[src/verilog/sar_ctrl_pkg.sv]
// Constants, field layouts and state types for the converter control sequencer.
// Assumes a single 125 MHz core clock with all host pins already synchronous to it.
//
// Summary of operation
// [RULE1] Write with acquisition select zero starts timed acquisition.
// [RULE2] Timed acquisition: three clocks, or 1 us internal.
// [RULE3] Write with acquisition select one acquires indefinitely.
// [RULE4] Second write, select zero, launches conversion on strobe.
// [RULE5] Host repeats channel select on both writes.
// [RULE6] Power bits may change on second write safely.
// [RULE7] Host keeps other fields unchanged between writes.
// [RULE8] Done output falls when result is ready.
// [RULE9] Done output rises on read or new write.
// [RULE10] Power-down modes keep the last clock source.
// [RULE11] Top two bits decode power and clock modes.
// [RULE12] Bit five selects timed or host acquisition.
// [RULE13] Bit four selects differential or single-ended inputs.
// [RULE14] Bit three selects bipolar or unipolar conversion.
// [RULE15] Low three bits select the input channel.
// [RULE16] External conversion clock is used after power-up.
// [RULE17] Internal clock converts in about 3.6 us.
// [RULE18] Both acquisition methods work with both clocks.
// [RULE19] Internal clock users prefer host-timed acquisition.
// [RULE20] Each conversion takes thirteen conversion clock cycles.
// [RULE21] Write during conversion aborts and restarts acquisition.
// [RULE22] Track on write rise; hold on fourth falling edge.
// [RULE23] Chip select high ignores clock, write, read; bus off.
// [RULE24] Internal clock mode ignores the external clock input.

package sar_ctrl_pkg;

    // ************************************************************
    // Timing figures and derived cycle counts
    // ************************************************************

    // Core clock period in nanoseconds.
    localparam int CORE_PERIOD_NS = 8;
    // Internally timed acquisition length on the internal clock, in nanoseconds.
    localparam int ACQ_INT_TIME_NS = 1000;
    // Longest time, so the cycle count rounds down.
    localparam int ACQ_INT_CYCLES = ACQ_INT_TIME_NS / CORE_PERIOD_NS;
    // Conversion time on the internal oscillator, in nanoseconds.
    localparam int CONV_INT_TIME_NS = 3600;
    // Number of conversion clock cycles in one conversion.
    localparam int CONV_STEPS = 13;
    // Core cycles per internal conversion clock step, rounded down.
    localparam int INT_STEP_CYCLES = CONV_INT_TIME_NS / (CONV_STEPS * CORE_PERIOD_NS);
    // Hold begins on this falling external clock edge after the write.
    localparam int ACQ_EXT_FALL_EDGES = 4;
    // Index of the last conversion step.
    localparam logic [3:0] CONV_LAST_STEP = 4'(CONV_STEPS - 1);
    // Width of the acquisition and oscillator counters.
    localparam int CNT_W = 8;

    // ************************************************************
    // Control byte layout and codes
    // ************************************************************

    // Control byte fields, most significant bit first.
    typedef struct packed {
        logic       power_clock_select_hi; // High bit of the power/clock field.
        logic       power_clock_select_lo; // Low bit of the power/clock field.
        logic       acquisition_select;    // One selects host-timed acquisition.
        logic       input_config_select;   // One selects single-ended inputs.
        logic       polarity_select;       // One selects unipolar conversion.
        logic [2:0] channel_select;        // Input channel code.
    } cfg_s;

    // Power/clock field codes.
    localparam logic [1:0] PWR_FULL_DOWN = 2'h0;
    localparam logic [1:0] PWR_STANDBY   = 2'h1;
    localparam logic [1:0] PWR_INT_CLK   = 2'h2;
    localparam logic [1:0] PWR_EXT_CLK   = 2'h3;
    // Power-up control value: normal operation on the external clock.
    localparam logic [7:0] CTRL_RESET = 8'hc0;
    // First trial code of a successive approximation.
    localparam logic [11:0] SAR_FIRST = 12'h800;

    // ************************************************************
    // State types
    // ************************************************************

    // Sequencer states.
    typedef enum logic [1:0] {
        SEQ_IDLE,
        SEQ_ACQ_TIMED,
        SEQ_ACQ_HOST,
        SEQ_CONVERT
    } seq_e;

    // Whole state of the sequencer.
    typedef struct packed {
        seq_e             state;        // Sequencer state.
        cfg_s             cfg;          // Last control byte taken.
        logic             clk_internal; // One while the internal oscillator is used.
        logic             wr_n_prev;    // Write strobe one cycle ago.
        logic             rd_n_prev;    // Read strobe one cycle ago.
        logic             ext_prev;     // External clock one cycle ago.
        logic [CNT_W-1:0] acq_cnt;      // Acquisition length counter.
        logic [3:0]       step;         // Conversion step index.
        logic [11:0]      trial;        // Trial code for the capacitive DAC.
        logic [11:0]      result;       // Last finished result.
        logic             done_n;       // Completion output, active low.
        logic             data_oe;      // Data bus drive enable.
        logic [7:0]       data_out;     // Data bus output byte.
        logic             track;        // One while the track/hold tracks.
        logic             converting;   // One during conversion.
        logic             power_down;   // Full power-down selected.
        logic             standby;      // Standby selected.
    } seq_s;

    // Sequencer reset value.
    localparam seq_s SEQ_RESET = '{
        state: SEQ_IDLE, cfg: cfg_s'(CTRL_RESET), clk_internal: 1'b0,
        wr_n_prev: 1'b1, rd_n_prev: 1'b1, ext_prev: 1'b0,
        acq_cnt: '0, step: 4'h0, trial: 12'h000, result: 12'h000,
        done_n: 1'b1, data_oe: 1'b0, data_out: 8'h00, track: 1'b0,
        converting: 1'b0, power_down: 1'b0, standby: 1'b0
    };

    // Whole state of the internal oscillator divider.
    typedef struct packed {
        logic [CNT_W-1:0] cnt;  // Core cycles within the current step.
        logic             tick; // One-cycle step pulse.
    } osc_s;

    // Oscillator reset value.
    localparam osc_s OSC_RESET = '{cnt: '0, tick: 1'b0};

endpackage

[src/verilog/int_conv_clock.sv]
// Internal conversion oscillator, built as a divider of the core clock.
// Assumes run is a level from the sequencer; the count restarts whenever run is low.

`timescale 1ns/1ps

module int_conv_clock #(
    parameter int STEP_CYCLES = sar_ctrl_pkg::INT_STEP_CYCLES
) (
    input  wire logic core_clk,
    input  wire logic rst_n,
    input  wire logic run,
    output logic      tick
);

    // ************************************************************
    // Divider state
    // ************************************************************

    // Last count of a step, sized to the counter.
    localparam logic [sar_ctrl_pkg::CNT_W-1:0] LAST = sar_ctrl_pkg::CNT_W'(STEP_CYCLES - 1);

    sar_ctrl_pkg::osc_s osc_reg;  // Registered divider state.
    sar_ctrl_pkg::osc_s osc_next; // Next divider state.

    // Count core cycles and pulse once per step; restarting on stop keeps
    // every conversion's first step a full step long.
    always_comb begin
        osc_next = osc_reg;
        osc_next.tick = 1'b0;
        if (!run) begin
            osc_next.cnt = '0;
        end else if (osc_reg.cnt == LAST) begin
            osc_next.cnt = '0;
            osc_next.tick = 1'b1;
        end else begin
            osc_next.cnt = osc_reg.cnt + 1'b1;
        end
    end

    // Register the divider state with a synchronous reset.
    always_ff @(posedge core_clk) begin
        if (!rst_n) begin
            osc_reg <= sar_ctrl_pkg::OSC_RESET;
        end else begin
            osc_reg <= osc_next;
        end
    end

    assign tick = osc_reg.tick;

endmodule

[src/verilog/sar_adc_control_sequencer.sv]
// Acquisition and conversion sequencer of a 12-bit successive-approximation converter.
// Assumes host strobes, the external clock and the comparator are synchronous to core_clk.

`timescale 1ns/1ps

module sar_adc_control_sequencer #(
    parameter int ACQ_CYCLES  = sar_ctrl_pkg::ACQ_INT_CYCLES,
    parameter int STEP_CYCLES = sar_ctrl_pkg::INT_STEP_CYCLES
) (
    input  wire logic        core_clk,
    input  wire logic        rst_n,
    input  wire logic        cs_n,
    input  wire logic        wr_n,
    input  wire logic        rd_n,
    input  wire logic        ext_clk,
    input  wire logic        high_byte_select,
    input  wire logic [7:0]  data_in,
    input  wire logic        comparator_high,
    output logic             done_n,
    output logic [7:0]       data_out,
    output logic             data_oe,
    output logic             track,
    output logic             converting,
    output logic [11:0]      sar_trial,
    output logic [2:0]       channel_select,
    output logic             input_config_select,
    output logic             polarity_select,
    output logic             internal_clock,
    output logic             power_down,
    output logic             standby
);

    // ************************************************************
    // Local constants and helpers
    // ************************************************************

    // Last core cycle of internally timed acquisition.
    localparam logic [sar_ctrl_pkg::CNT_W-1:0] ACQ_INT_LAST =
        sar_ctrl_pkg::CNT_W'(ACQ_CYCLES - 1);
    // Last counted falling edge of externally clocked timed acquisition.
    localparam logic [sar_ctrl_pkg::CNT_W-1:0] ACQ_EXT_LAST =
        sar_ctrl_pkg::CNT_W'(sar_ctrl_pkg::ACQ_EXT_FALL_EDGES - 1);

    // One successive-approximation step: decide the bit under trial, then try the next.
    function automatic logic [11:0] sar_step(input logic [11:0] code,
                                             input logic [3:0]  idx,
                                             input logic        keep);
        logic [3:0]  bitpos;
        logic [11:0] r;
        bitpos = 4'hc - idx;
        r = code;
        if (idx == 4'h0) begin
            r = sar_ctrl_pkg::SAR_FIRST;
        end else begin
            r[bitpos] = keep;
            if (bitpos != 4'h0) begin
                r[bitpos - 4'h1] = 1'b1;
            end
        end
        return r;
    endfunction

    // Byte placed on the bus for a read; the high byte carries sign fill in bipolar mode.
    function automatic logic [7:0] read_byte(input logic [11:0] res,
                                             input logic        hi,
                                             input logic        unipolar);
        logic [3:0] fill;
        fill = unipolar ? 4'h0 : {4{res[11]}};
        return hi ? {fill, res[11:8]} : res[7:0];
    endfunction

    // ************************************************************
    // State and strobe decode
    // ************************************************************

    sar_ctrl_pkg::seq_s st_reg;  // Registered sequencer state.
    sar_ctrl_pkg::seq_s st_next; // Next sequencer state.
    sar_ctrl_pkg::cfg_s new_cfg; // Control byte on the data pins.
    logic               wr_rise; // Write strobe rising edge while selected.
    logic               rd_fall; // Read strobe falling edge while selected.
    logic               ext_rise;  // External clock rising edge while selected.
    logic               ext_fall;  // External clock falling edge while selected.
    logic               int_tick;  // Internal oscillator step pulse.
    logic               step_tick; // Conversion clock step in use.
    logic               finish;    // Last conversion step is taken now.

    // With chip select high every strobe and the clock are ignored.
    assign wr_rise  = !cs_n && !st_reg.wr_n_prev && wr_n; // see [RULE23]
    assign rd_fall  = !cs_n && st_reg.rd_n_prev && !rd_n;
    assign ext_rise = !cs_n && !st_reg.ext_prev && ext_clk;
    assign ext_fall = !cs_n && st_reg.ext_prev && !ext_clk;
    assign new_cfg  = sar_ctrl_pkg::cfg_s'(data_in);

    // The external clock is not looked at at all in internal mode.
    assign step_tick = st_reg.clk_internal ? int_tick : ext_rise; // see [RULE24]
    assign finish = (st_reg.state == sar_ctrl_pkg::SEQ_CONVERT) && step_tick &&
                    (st_reg.step == sar_ctrl_pkg::CONV_LAST_STEP); // see [RULE20]

    // Internal oscillator, running only while a conversion uses it.
    int_conv_clock #(
        .STEP_CYCLES (STEP_CYCLES)
    ) u_osc (
        .core_clk (core_clk),
        .rst_n    (rst_n),
        .run      (st_reg.clk_internal && (st_reg.state == sar_ctrl_pkg::SEQ_CONVERT)),
        .tick     (int_tick)
    );

    // ************************************************************
    // Sequencer
    // ************************************************************

    // Next-state logic: timing of acquisition, SAR steps, then host accesses.
    // Host writes are handled last so that they override the running sequence.
    always_comb begin
        st_next = st_reg;
        st_next.wr_n_prev = wr_n;
        st_next.rd_n_prev = rd_n;
        st_next.ext_prev = ext_clk;
        unique case (st_reg.state)
            sar_ctrl_pkg::SEQ_IDLE: begin
                // Nothing runs until a control byte arrives.
                st_next.converting = 1'b0;
            end
            sar_ctrl_pkg::SEQ_ACQ_TIMED: begin
                if (st_reg.clk_internal) begin
                    // Internal clock: acquisition lasts a fixed number of core cycles.
                    st_next.acq_cnt = st_reg.acq_cnt + 1'b1;
                    if (st_reg.acq_cnt == ACQ_INT_LAST) begin // see [RULE2]
                        st_next.state = sar_ctrl_pkg::SEQ_CONVERT;
                        st_next.track = 1'b0;
                        st_next.converting = 1'b1;
                        st_next.step = 4'h0;
                    end
                end else if (ext_fall) begin
                    // External clock: hold on the fourth falling edge.
                    st_next.acq_cnt = st_reg.acq_cnt + 1'b1;
                    if (st_reg.acq_cnt == ACQ_EXT_LAST) begin // see [RULE22]
                        st_next.state = sar_ctrl_pkg::SEQ_CONVERT;
                        st_next.track = 1'b0;
                        st_next.converting = 1'b1;
                        st_next.step = 4'h0;
                    end
                end
            end
            sar_ctrl_pkg::SEQ_ACQ_HOST: begin
                // No time limit; only a further write ends this state.
                st_next.track = 1'b1; // see [RULE3]
            end
            sar_ctrl_pkg::SEQ_CONVERT: begin
                if (step_tick) begin
                    st_next.trial = sar_step(st_reg.trial, st_reg.step, comparator_high);
                    st_next.step = st_reg.step + 4'h1;
                end
                if (finish) begin
                    // Bipolar results leave as two's complement.
                    st_next.result = st_next.trial ^
                        {!st_reg.cfg.polarity_select, 11'h000}; // see [RULE14]
                    st_next.done_n = 1'b0; // see [RULE8]
                    st_next.converting = 1'b0;
                    st_next.state = sar_ctrl_pkg::SEQ_IDLE;
                end
            end
        endcase
        // A read clears completion unless a completion arrives at once.
        if (rd_fall && !finish) begin
            st_next.done_n = 1'b1; // see [RULE9]
        end
        if (wr_rise) begin
            // A new control byte clears completion; a simultaneous finish wins.
            if (!finish) begin
                st_next.done_n = 1'b1; // see [RULE9]
            end
            st_next.cfg = new_cfg; // see [RULE12] [RULE13] [RULE15]
            // Power-down codes leave the clock source as it was.
            if (new_cfg.power_clock_select_hi) begin // see [RULE10] [RULE11]
                st_next.clk_internal = !new_cfg.power_clock_select_lo; // see [RULE17]
            end
            st_next.power_down = {new_cfg.power_clock_select_hi,
                                  new_cfg.power_clock_select_lo} ==
                                 sar_ctrl_pkg::PWR_FULL_DOWN; // see [RULE11]
            st_next.standby = {new_cfg.power_clock_select_hi,
                               new_cfg.power_clock_select_lo} ==
                              sar_ctrl_pkg::PWR_STANDBY;
            st_next.acq_cnt = '0;
            st_next.step = 4'h0;
            if ((st_reg.state == sar_ctrl_pkg::SEQ_ACQ_HOST) &&
                !new_cfg.acquisition_select) begin
                // Second write of a host-timed pair: hold now and convert,
                // whatever power bits came with it.
                st_next.state = sar_ctrl_pkg::SEQ_CONVERT; // see [RULE4] [RULE6]
                st_next.track = 1'b0;
                st_next.converting = 1'b1;
            end else if (!new_cfg.power_clock_select_hi) begin
                // Power-down: the converter does not convert.
                st_next.state = sar_ctrl_pkg::SEQ_IDLE;
                st_next.track = 1'b0;
                st_next.converting = 1'b0;
            end else begin
                // Any other write, even mid-conversion, starts a fresh acquisition.
                st_next.state = new_cfg.acquisition_select ?
                    sar_ctrl_pkg::SEQ_ACQ_HOST : sar_ctrl_pkg::SEQ_ACQ_TIMED; // see [RULE1]
                st_next.track = 1'b1; // see [RULE21] [RULE22] [RULE18]
                st_next.converting = 1'b0;
            end
        end
        // The bus is driven only during a selected read.
        st_next.data_oe = !cs_n && !rd_n; // see [RULE23]
        st_next.data_out = read_byte(st_reg.result, high_byte_select,
                                     st_reg.cfg.polarity_select);
    end

    // Register the whole sequencer state; power-up selects the external clock.
    always_ff @(posedge core_clk) begin
        if (!rst_n) begin
            st_reg <= sar_ctrl_pkg::SEQ_RESET; // see [RULE16]
        end else begin
            st_reg <= st_next;
        end
    end

    // ************************************************************
    // Outputs, all straight from the state register
    // ************************************************************

    assign done_n              = st_reg.done_n;
    assign data_out            = st_reg.data_out;
    assign data_oe             = st_reg.data_oe;
    assign track               = st_reg.track;
    assign converting          = st_reg.converting;
    assign sar_trial           = st_reg.trial;
    assign channel_select      = st_reg.cfg.channel_select;
    assign input_config_select = st_reg.cfg.input_config_select;
    assign polarity_select     = st_reg.cfg.polarity_select;
    assign internal_clock      = st_reg.clk_internal;
    assign power_down          = st_reg.power_down;
    assign standby             = st_reg.standby;

    // ************************************************************
    // Assertions
    // ************************************************************

    AST_TIMED_START: assert property (@(posedge core_clk) disable iff (!rst_n) // see [RULE2]
        (st_reg.state == sar_ctrl_pkg::SEQ_ACQ_TIMED) && st_reg.clk_internal && !wr_rise &&
        (st_reg.acq_cnt == ACQ_INT_LAST) |=> converting && !track)
        else $error("Timed acquisition did not end on time.");

    AST_HOST_WAIT: assert property (@(posedge core_clk) disable iff (!rst_n) // see [RULE3]
        (st_reg.state == sar_ctrl_pkg::SEQ_ACQ_HOST) && !wr_rise
        |=> (st_reg.state == sar_ctrl_pkg::SEQ_ACQ_HOST) && track)
        else $error("Host-timed acquisition ended without a write.");

    AST_HOST_LAUNCH: assert property (@(posedge core_clk) disable iff (!rst_n) // see [RULE4]
        (st_reg.state == sar_ctrl_pkg::SEQ_ACQ_HOST) && wr_rise && !data_in[5]
        |=> converting && !track && (st_reg.step == 4'h0))
        else $error("Second write did not launch conversion.");

    AST_DONE_LOW: assert property (@(posedge core_clk) disable iff (!rst_n) // see [RULE8]
        finish |=> !done_n && !converting)
        else $error("Completion not flagged after last step.");

    AST_DONE_CLEAR: assert property (@(posedge core_clk) disable iff (!rst_n) // see [RULE9]
        (wr_rise || rd_fall) && !finish |=> done_n)
        else $error("Completion not cleared by read or write.");

    AST_PD_CLOCK: assert property (@(posedge core_clk) disable iff (!rst_n) // see [RULE10]
        wr_rise && !data_in[7] |=> $stable(internal_clock) &&
        (converting == $past((st_reg.state == sar_ctrl_pkg::SEQ_ACQ_HOST) && !data_in[5])))
        else $error("Power-down changed the clock source.");

    AST_CLK_DECODE: assert property (@(posedge core_clk) disable iff (!rst_n) // see [RULE11]
        wr_rise && data_in[7] |=> internal_clock == !$past(data_in[6]))
        else $error("Clock source decoded wrongly.");

    AST_FIELDS: assert property (@(posedge core_clk) disable iff (!rst_n) // see [RULE15]
        wr_rise |=> (channel_select == $past(data_in[2:0])) &&
                    (polarity_select == $past(data_in[3])) &&
                    (input_config_select == $past(data_in[4])))
        else $error("Control fields not taken from the write.");

    AST_ABORT: assert property (@(posedge core_clk) disable iff (!rst_n) // see [RULE21]
        converting && wr_rise && data_in[7] && data_in[5] |=> track && !converting)
        else $error("Write during conversion did not restart acquisition.");

    AST_CS_OFF: assert property (@(posedge core_clk) disable iff (!rst_n) // see [RULE23]
        cs_n |=> !data_oe)
        else $error("Bus driven while deselected.");

    AST_EXT_IGNORED: assert property (@(posedge core_clk) disable iff (!rst_n) // see [RULE24]
        internal_clock && converting && !int_tick && !wr_rise |=> $stable(sar_trial))
        else $error("Conversion stepped without the internal clock.");

endmodule

[config.mk]
export PLATFORM = sky130hd
export DESIGN_NAME = sar_adc_control_sequencer
export DESIGN_NICKNAME = d
export VERILOG_FILES = /design/src/verilog/sar_ctrl_pkg.sv /design/src/verilog/int_conv_clock.sv /design/src/verilog/sar_adc_control_sequencer.sv
export SDC_FILE = /design/constraint.sdc
export NUM_CORES = 1
export LEC_CHECK = 0
export BUFFER_PORTS_ARGS = -buffer_cell sky130_fd_sc_hd__buf_4
export CAP_MARGIN = 20
export CORE_MARGIN = 2
export CORE_UTILIZATION = 50
export CTS_CLUSTER_SIZE = 16
export DETAILED_ROUTE_END_ITERATION = 7
export GPL_ROUTABILITY_DRIVEN = 0
export MAX_ROUTING_LAYER = met4
export PLACE_DENSITY_LB_ADDON = 0.12
export SYNTH_ARGS = -nofsm -noshare
export SYNTH_HDL_FRONTEND = slang
export SYNTH_SLANG_ARGS = --single-unit
[constraint.sdc]
create_clock -name core_clk -period 5.45 [get_ports core_clk]
set_input_delay 0.2725 -clock core_clk [delete_from_list [all_inputs] [get_ports core_clk]]
set_output_delay 0.2725 -clock core_clk [all_outputs]
set_load 0.005 [all_outputs]
==> impl_metrics.json <==
{
  "fill_cells": 692,
  "post-route-min-period_ns": 2.806,
  "cts_inserted_buffers": 9,
  "dp.final_hpwl_mm": 5.605,
  "ys_seq_elements": 70,
  "synth_edf_count": 0,
  "ir_drop_v": 0.0001275,
  "clock_latency_ns": 0.35,
  "critPathKind": "flip-flop to flip-flop",
  "die_area_um2": 8078,
  "end_kind": "flip-flop",
  "skew_ns": 0.007541,
  "grt_use_total_pct": 20.99,
  "outcome": "complete, no violations",
  "largest_reg_flops": 29,
  "syn_area_um2": 3687,
  "final_cell_mix": "70 x dfxtp_1, 47 x buf_4, 43 x nand2_1",
  "htreeDepth": 3,
  "synth_ff_type": "dfxtp_1",
  "grt_pass1_wl_mm": 13.77,
  "grt_max_degree": 29,
  "cp_max_fo": 19,
  "drv_cap": 0,
  "dr.pass1.iters": 5,
  "grt_overflow_total": 0,
  "ctsHoldBuffers": 0,
  "cts_resized": 0,
  "synth_top_area_share_pct": 38.00,
  "setup_violations": 0,
  "reg2reg_to": "sar_trial[2]",
  "whs_path_depth": 2,
  "relSlewSlack_pct": 38.31,
  "grt_pass1_vias": 2841,
  "hp-class": "input pin to flip-flop",
  "worst_pin_slew_ns": 0.9213,
  "drt_iter0_markers": 193,
  "clockBufferDepth": 2,
  "wl_per_cell_um": 14.56,
  "synth_area_per_cell_um2": 8.342,
  "fin_crit_sh_pct": 51.48,
  "rsz0062_at_grt": "false",
  "crit_path_start_kind": "flip-flop",
  "cts_setup_buffers": 0,
  "io_pins": 48,
  "path_clk_slew_ns": 0.08,
  "yosysSeqAreaShare_pct": 38.00,
  "power_uw": 1017,
  "layout-drive-gt1-share_pct": 19.96,
  "coreArea_um2": 7214,
  "r2r_start": "st_reg[38]",
  "ff2ff_setup_slack_ns": 2.64,
  "final_common_cell": "dfxtp_1",
  "reg2reg_depth": 7,
  "yosysWarnings": 0,
  "insertedDiodeCount": 0,
  "die_w_um": 89.88,
  "antenna_found_initial": 0,
  "die_y_um": 89.88,
  "post_synth_main_area_contributors": "dfxtp_1 38%, buf_4 4.7%, a21oi_1 4.6%",
  "area_delta_synth_final_pct": 11.23,
  "synth_nets": 466,
  "min_to": "st_reg[52]",
  "crit_arrival_ns": 3.08,
  "cts-root-buf": "clkbuf_8",
  "synth_cell_types": 70,
  "async_flop_share_pct": 0,
  "maxSlewViolCount": 0,
  "synth_cells": 442,
  "yosysTopAreaCell": "dfxtp_1",
  "power-per-cell-area_nw_per_um2": 247.9,
  "nets": 475,
  "clkSinkCount": 70,
  "drt-total-wl_mm": 8.082,
  "rows": 31,
  "final_hold_viol_count": 0,
  "min_from": "wr_n",
  "via_per_inst": 5.688,
  "fmax_mhz": 356.4,
  "io_buffers": 47,
  "cts_tree": "yes",
  "fin_tns_setup_ns": 0,
  "via_count": 3157,
  "initial_core_util_pct": 51.11,
  "power_leakage_uw": 0.001509,
  "ant_nets": 0,
  "cp.required_ns": 5.73,
  "drc": 0
}
[Yosys cell counts (4+ instances only)]
master / number
dfxtp_1: 70
nand2_1: 43
nor2_1: 36
a21oi_1: 34
o21ai_0: 30
buf_4: 23
clkbuf_1: 23
inv_1: 16
nand3_1: 15
xor2_1: 11
nand2b_1: 10
ha_1: 8
mux2i_1: 7
nor3_1: 6
a211oi_1: 5
nand4_1: 5
or3b_2: 5
a31oi_1: 4
nor4_1: 4
o22ai_1: 4
xnor2_1: 4
[layout make-up]
class | count | area [um2] | area share [%]
Tap cell | 99 | 123.9 | 3.020
Timing Repair Buffer | 48 | 364.1 | 8.877
Clock inverter | 6 | 68.82 | 1.678
Sequential cell | 70 | 1401 | 34.17
Inverter | 16 | 60.06 | 1.464
Clock buffer | 10 | 137.6 | 3.356
Multi-Input combinational cell | 306 | 1946 | 47.44
[kinds of logic after synthesis]
logic type / Yosys count / share of synthesized area (%)
AO/OA/AOI/OAI: 121 / 22.33
XOR/XNOR: 15 / 3.563
adder cells (fa/ha/maj): 8 / 2.715
buffers and inverters: 66 / 9.365
flip-flops: 70 / 38.00
multiplexers: 10 / 2.816
AND/OR/NAND/NOR: 152 / 21.21
[worst max path at each step]
stage / from / endpoint / slack [ns] / depth (start not counted)
floorplan: st_reg[38] / st_reg[19] / 2.92 / 9
CTS: st_reg[38] / st_reg[25] / 2.49 / 7
global route: st_reg[38] / sar_trial[2] / 2.43 / 7
detailed placement: st_reg[38] / st_reg[25] / 2.51 / 7
global placement: st_reg[38] / st_reg[25] / 2.63 / 7
finish: st_reg[38] / sar_trial[2] / 2.64 / 7
[through the flow]
stage | setup slack, ns | std cells | hold slack [ns] | area (um2) | util [%]
after global routing | 2.435 | 555 | 0.1262 | 4101 | 56.85
after detailed placement | 2.510 | 538 | 0.4518 | 3884 | 53.83
after global placement | 2.628 | 538 | 0.4454 | 3884 | 53.83
after floorplan | 2.920 | 442 | 0.3449 | 3687 | -
final | 2.644 | 555 | 0.1233 | 4101 | 56.85
after CTS | 2.494 | 554 | 0.1136 | 4090 | 56.69
[power by group]
part | internal, uW | switching (uW) | total (uW)
Clock | 226 | 213 | 439
Sequential | 517 | 5.95 | 523
Combinational | 24.2 | 30.7 | 54.9
[metal layers]
layer | track usage [%] | routed length, um | vias to the layer above
met3 | 3.856 | 363 | 17
met5 | - | 0 | -
li1 | - | - | 1567
met1 | 27.38 | 3807 | 1477
met2 | 32.70 | 3750 | 96
met4 | 7.949 | 160 | 0
[worst max-delay path: stages (launching register included)]
cell and delay (ns):
dfxtp_1 0.65, inv_1 0.18, ha_1 0.44, or4_1 0.60, a21oi_1 0.32, a21oi_1 0.11
mux2_2 0.29, o21ai_0 0.15
Power figures use the tool's default switching activity.
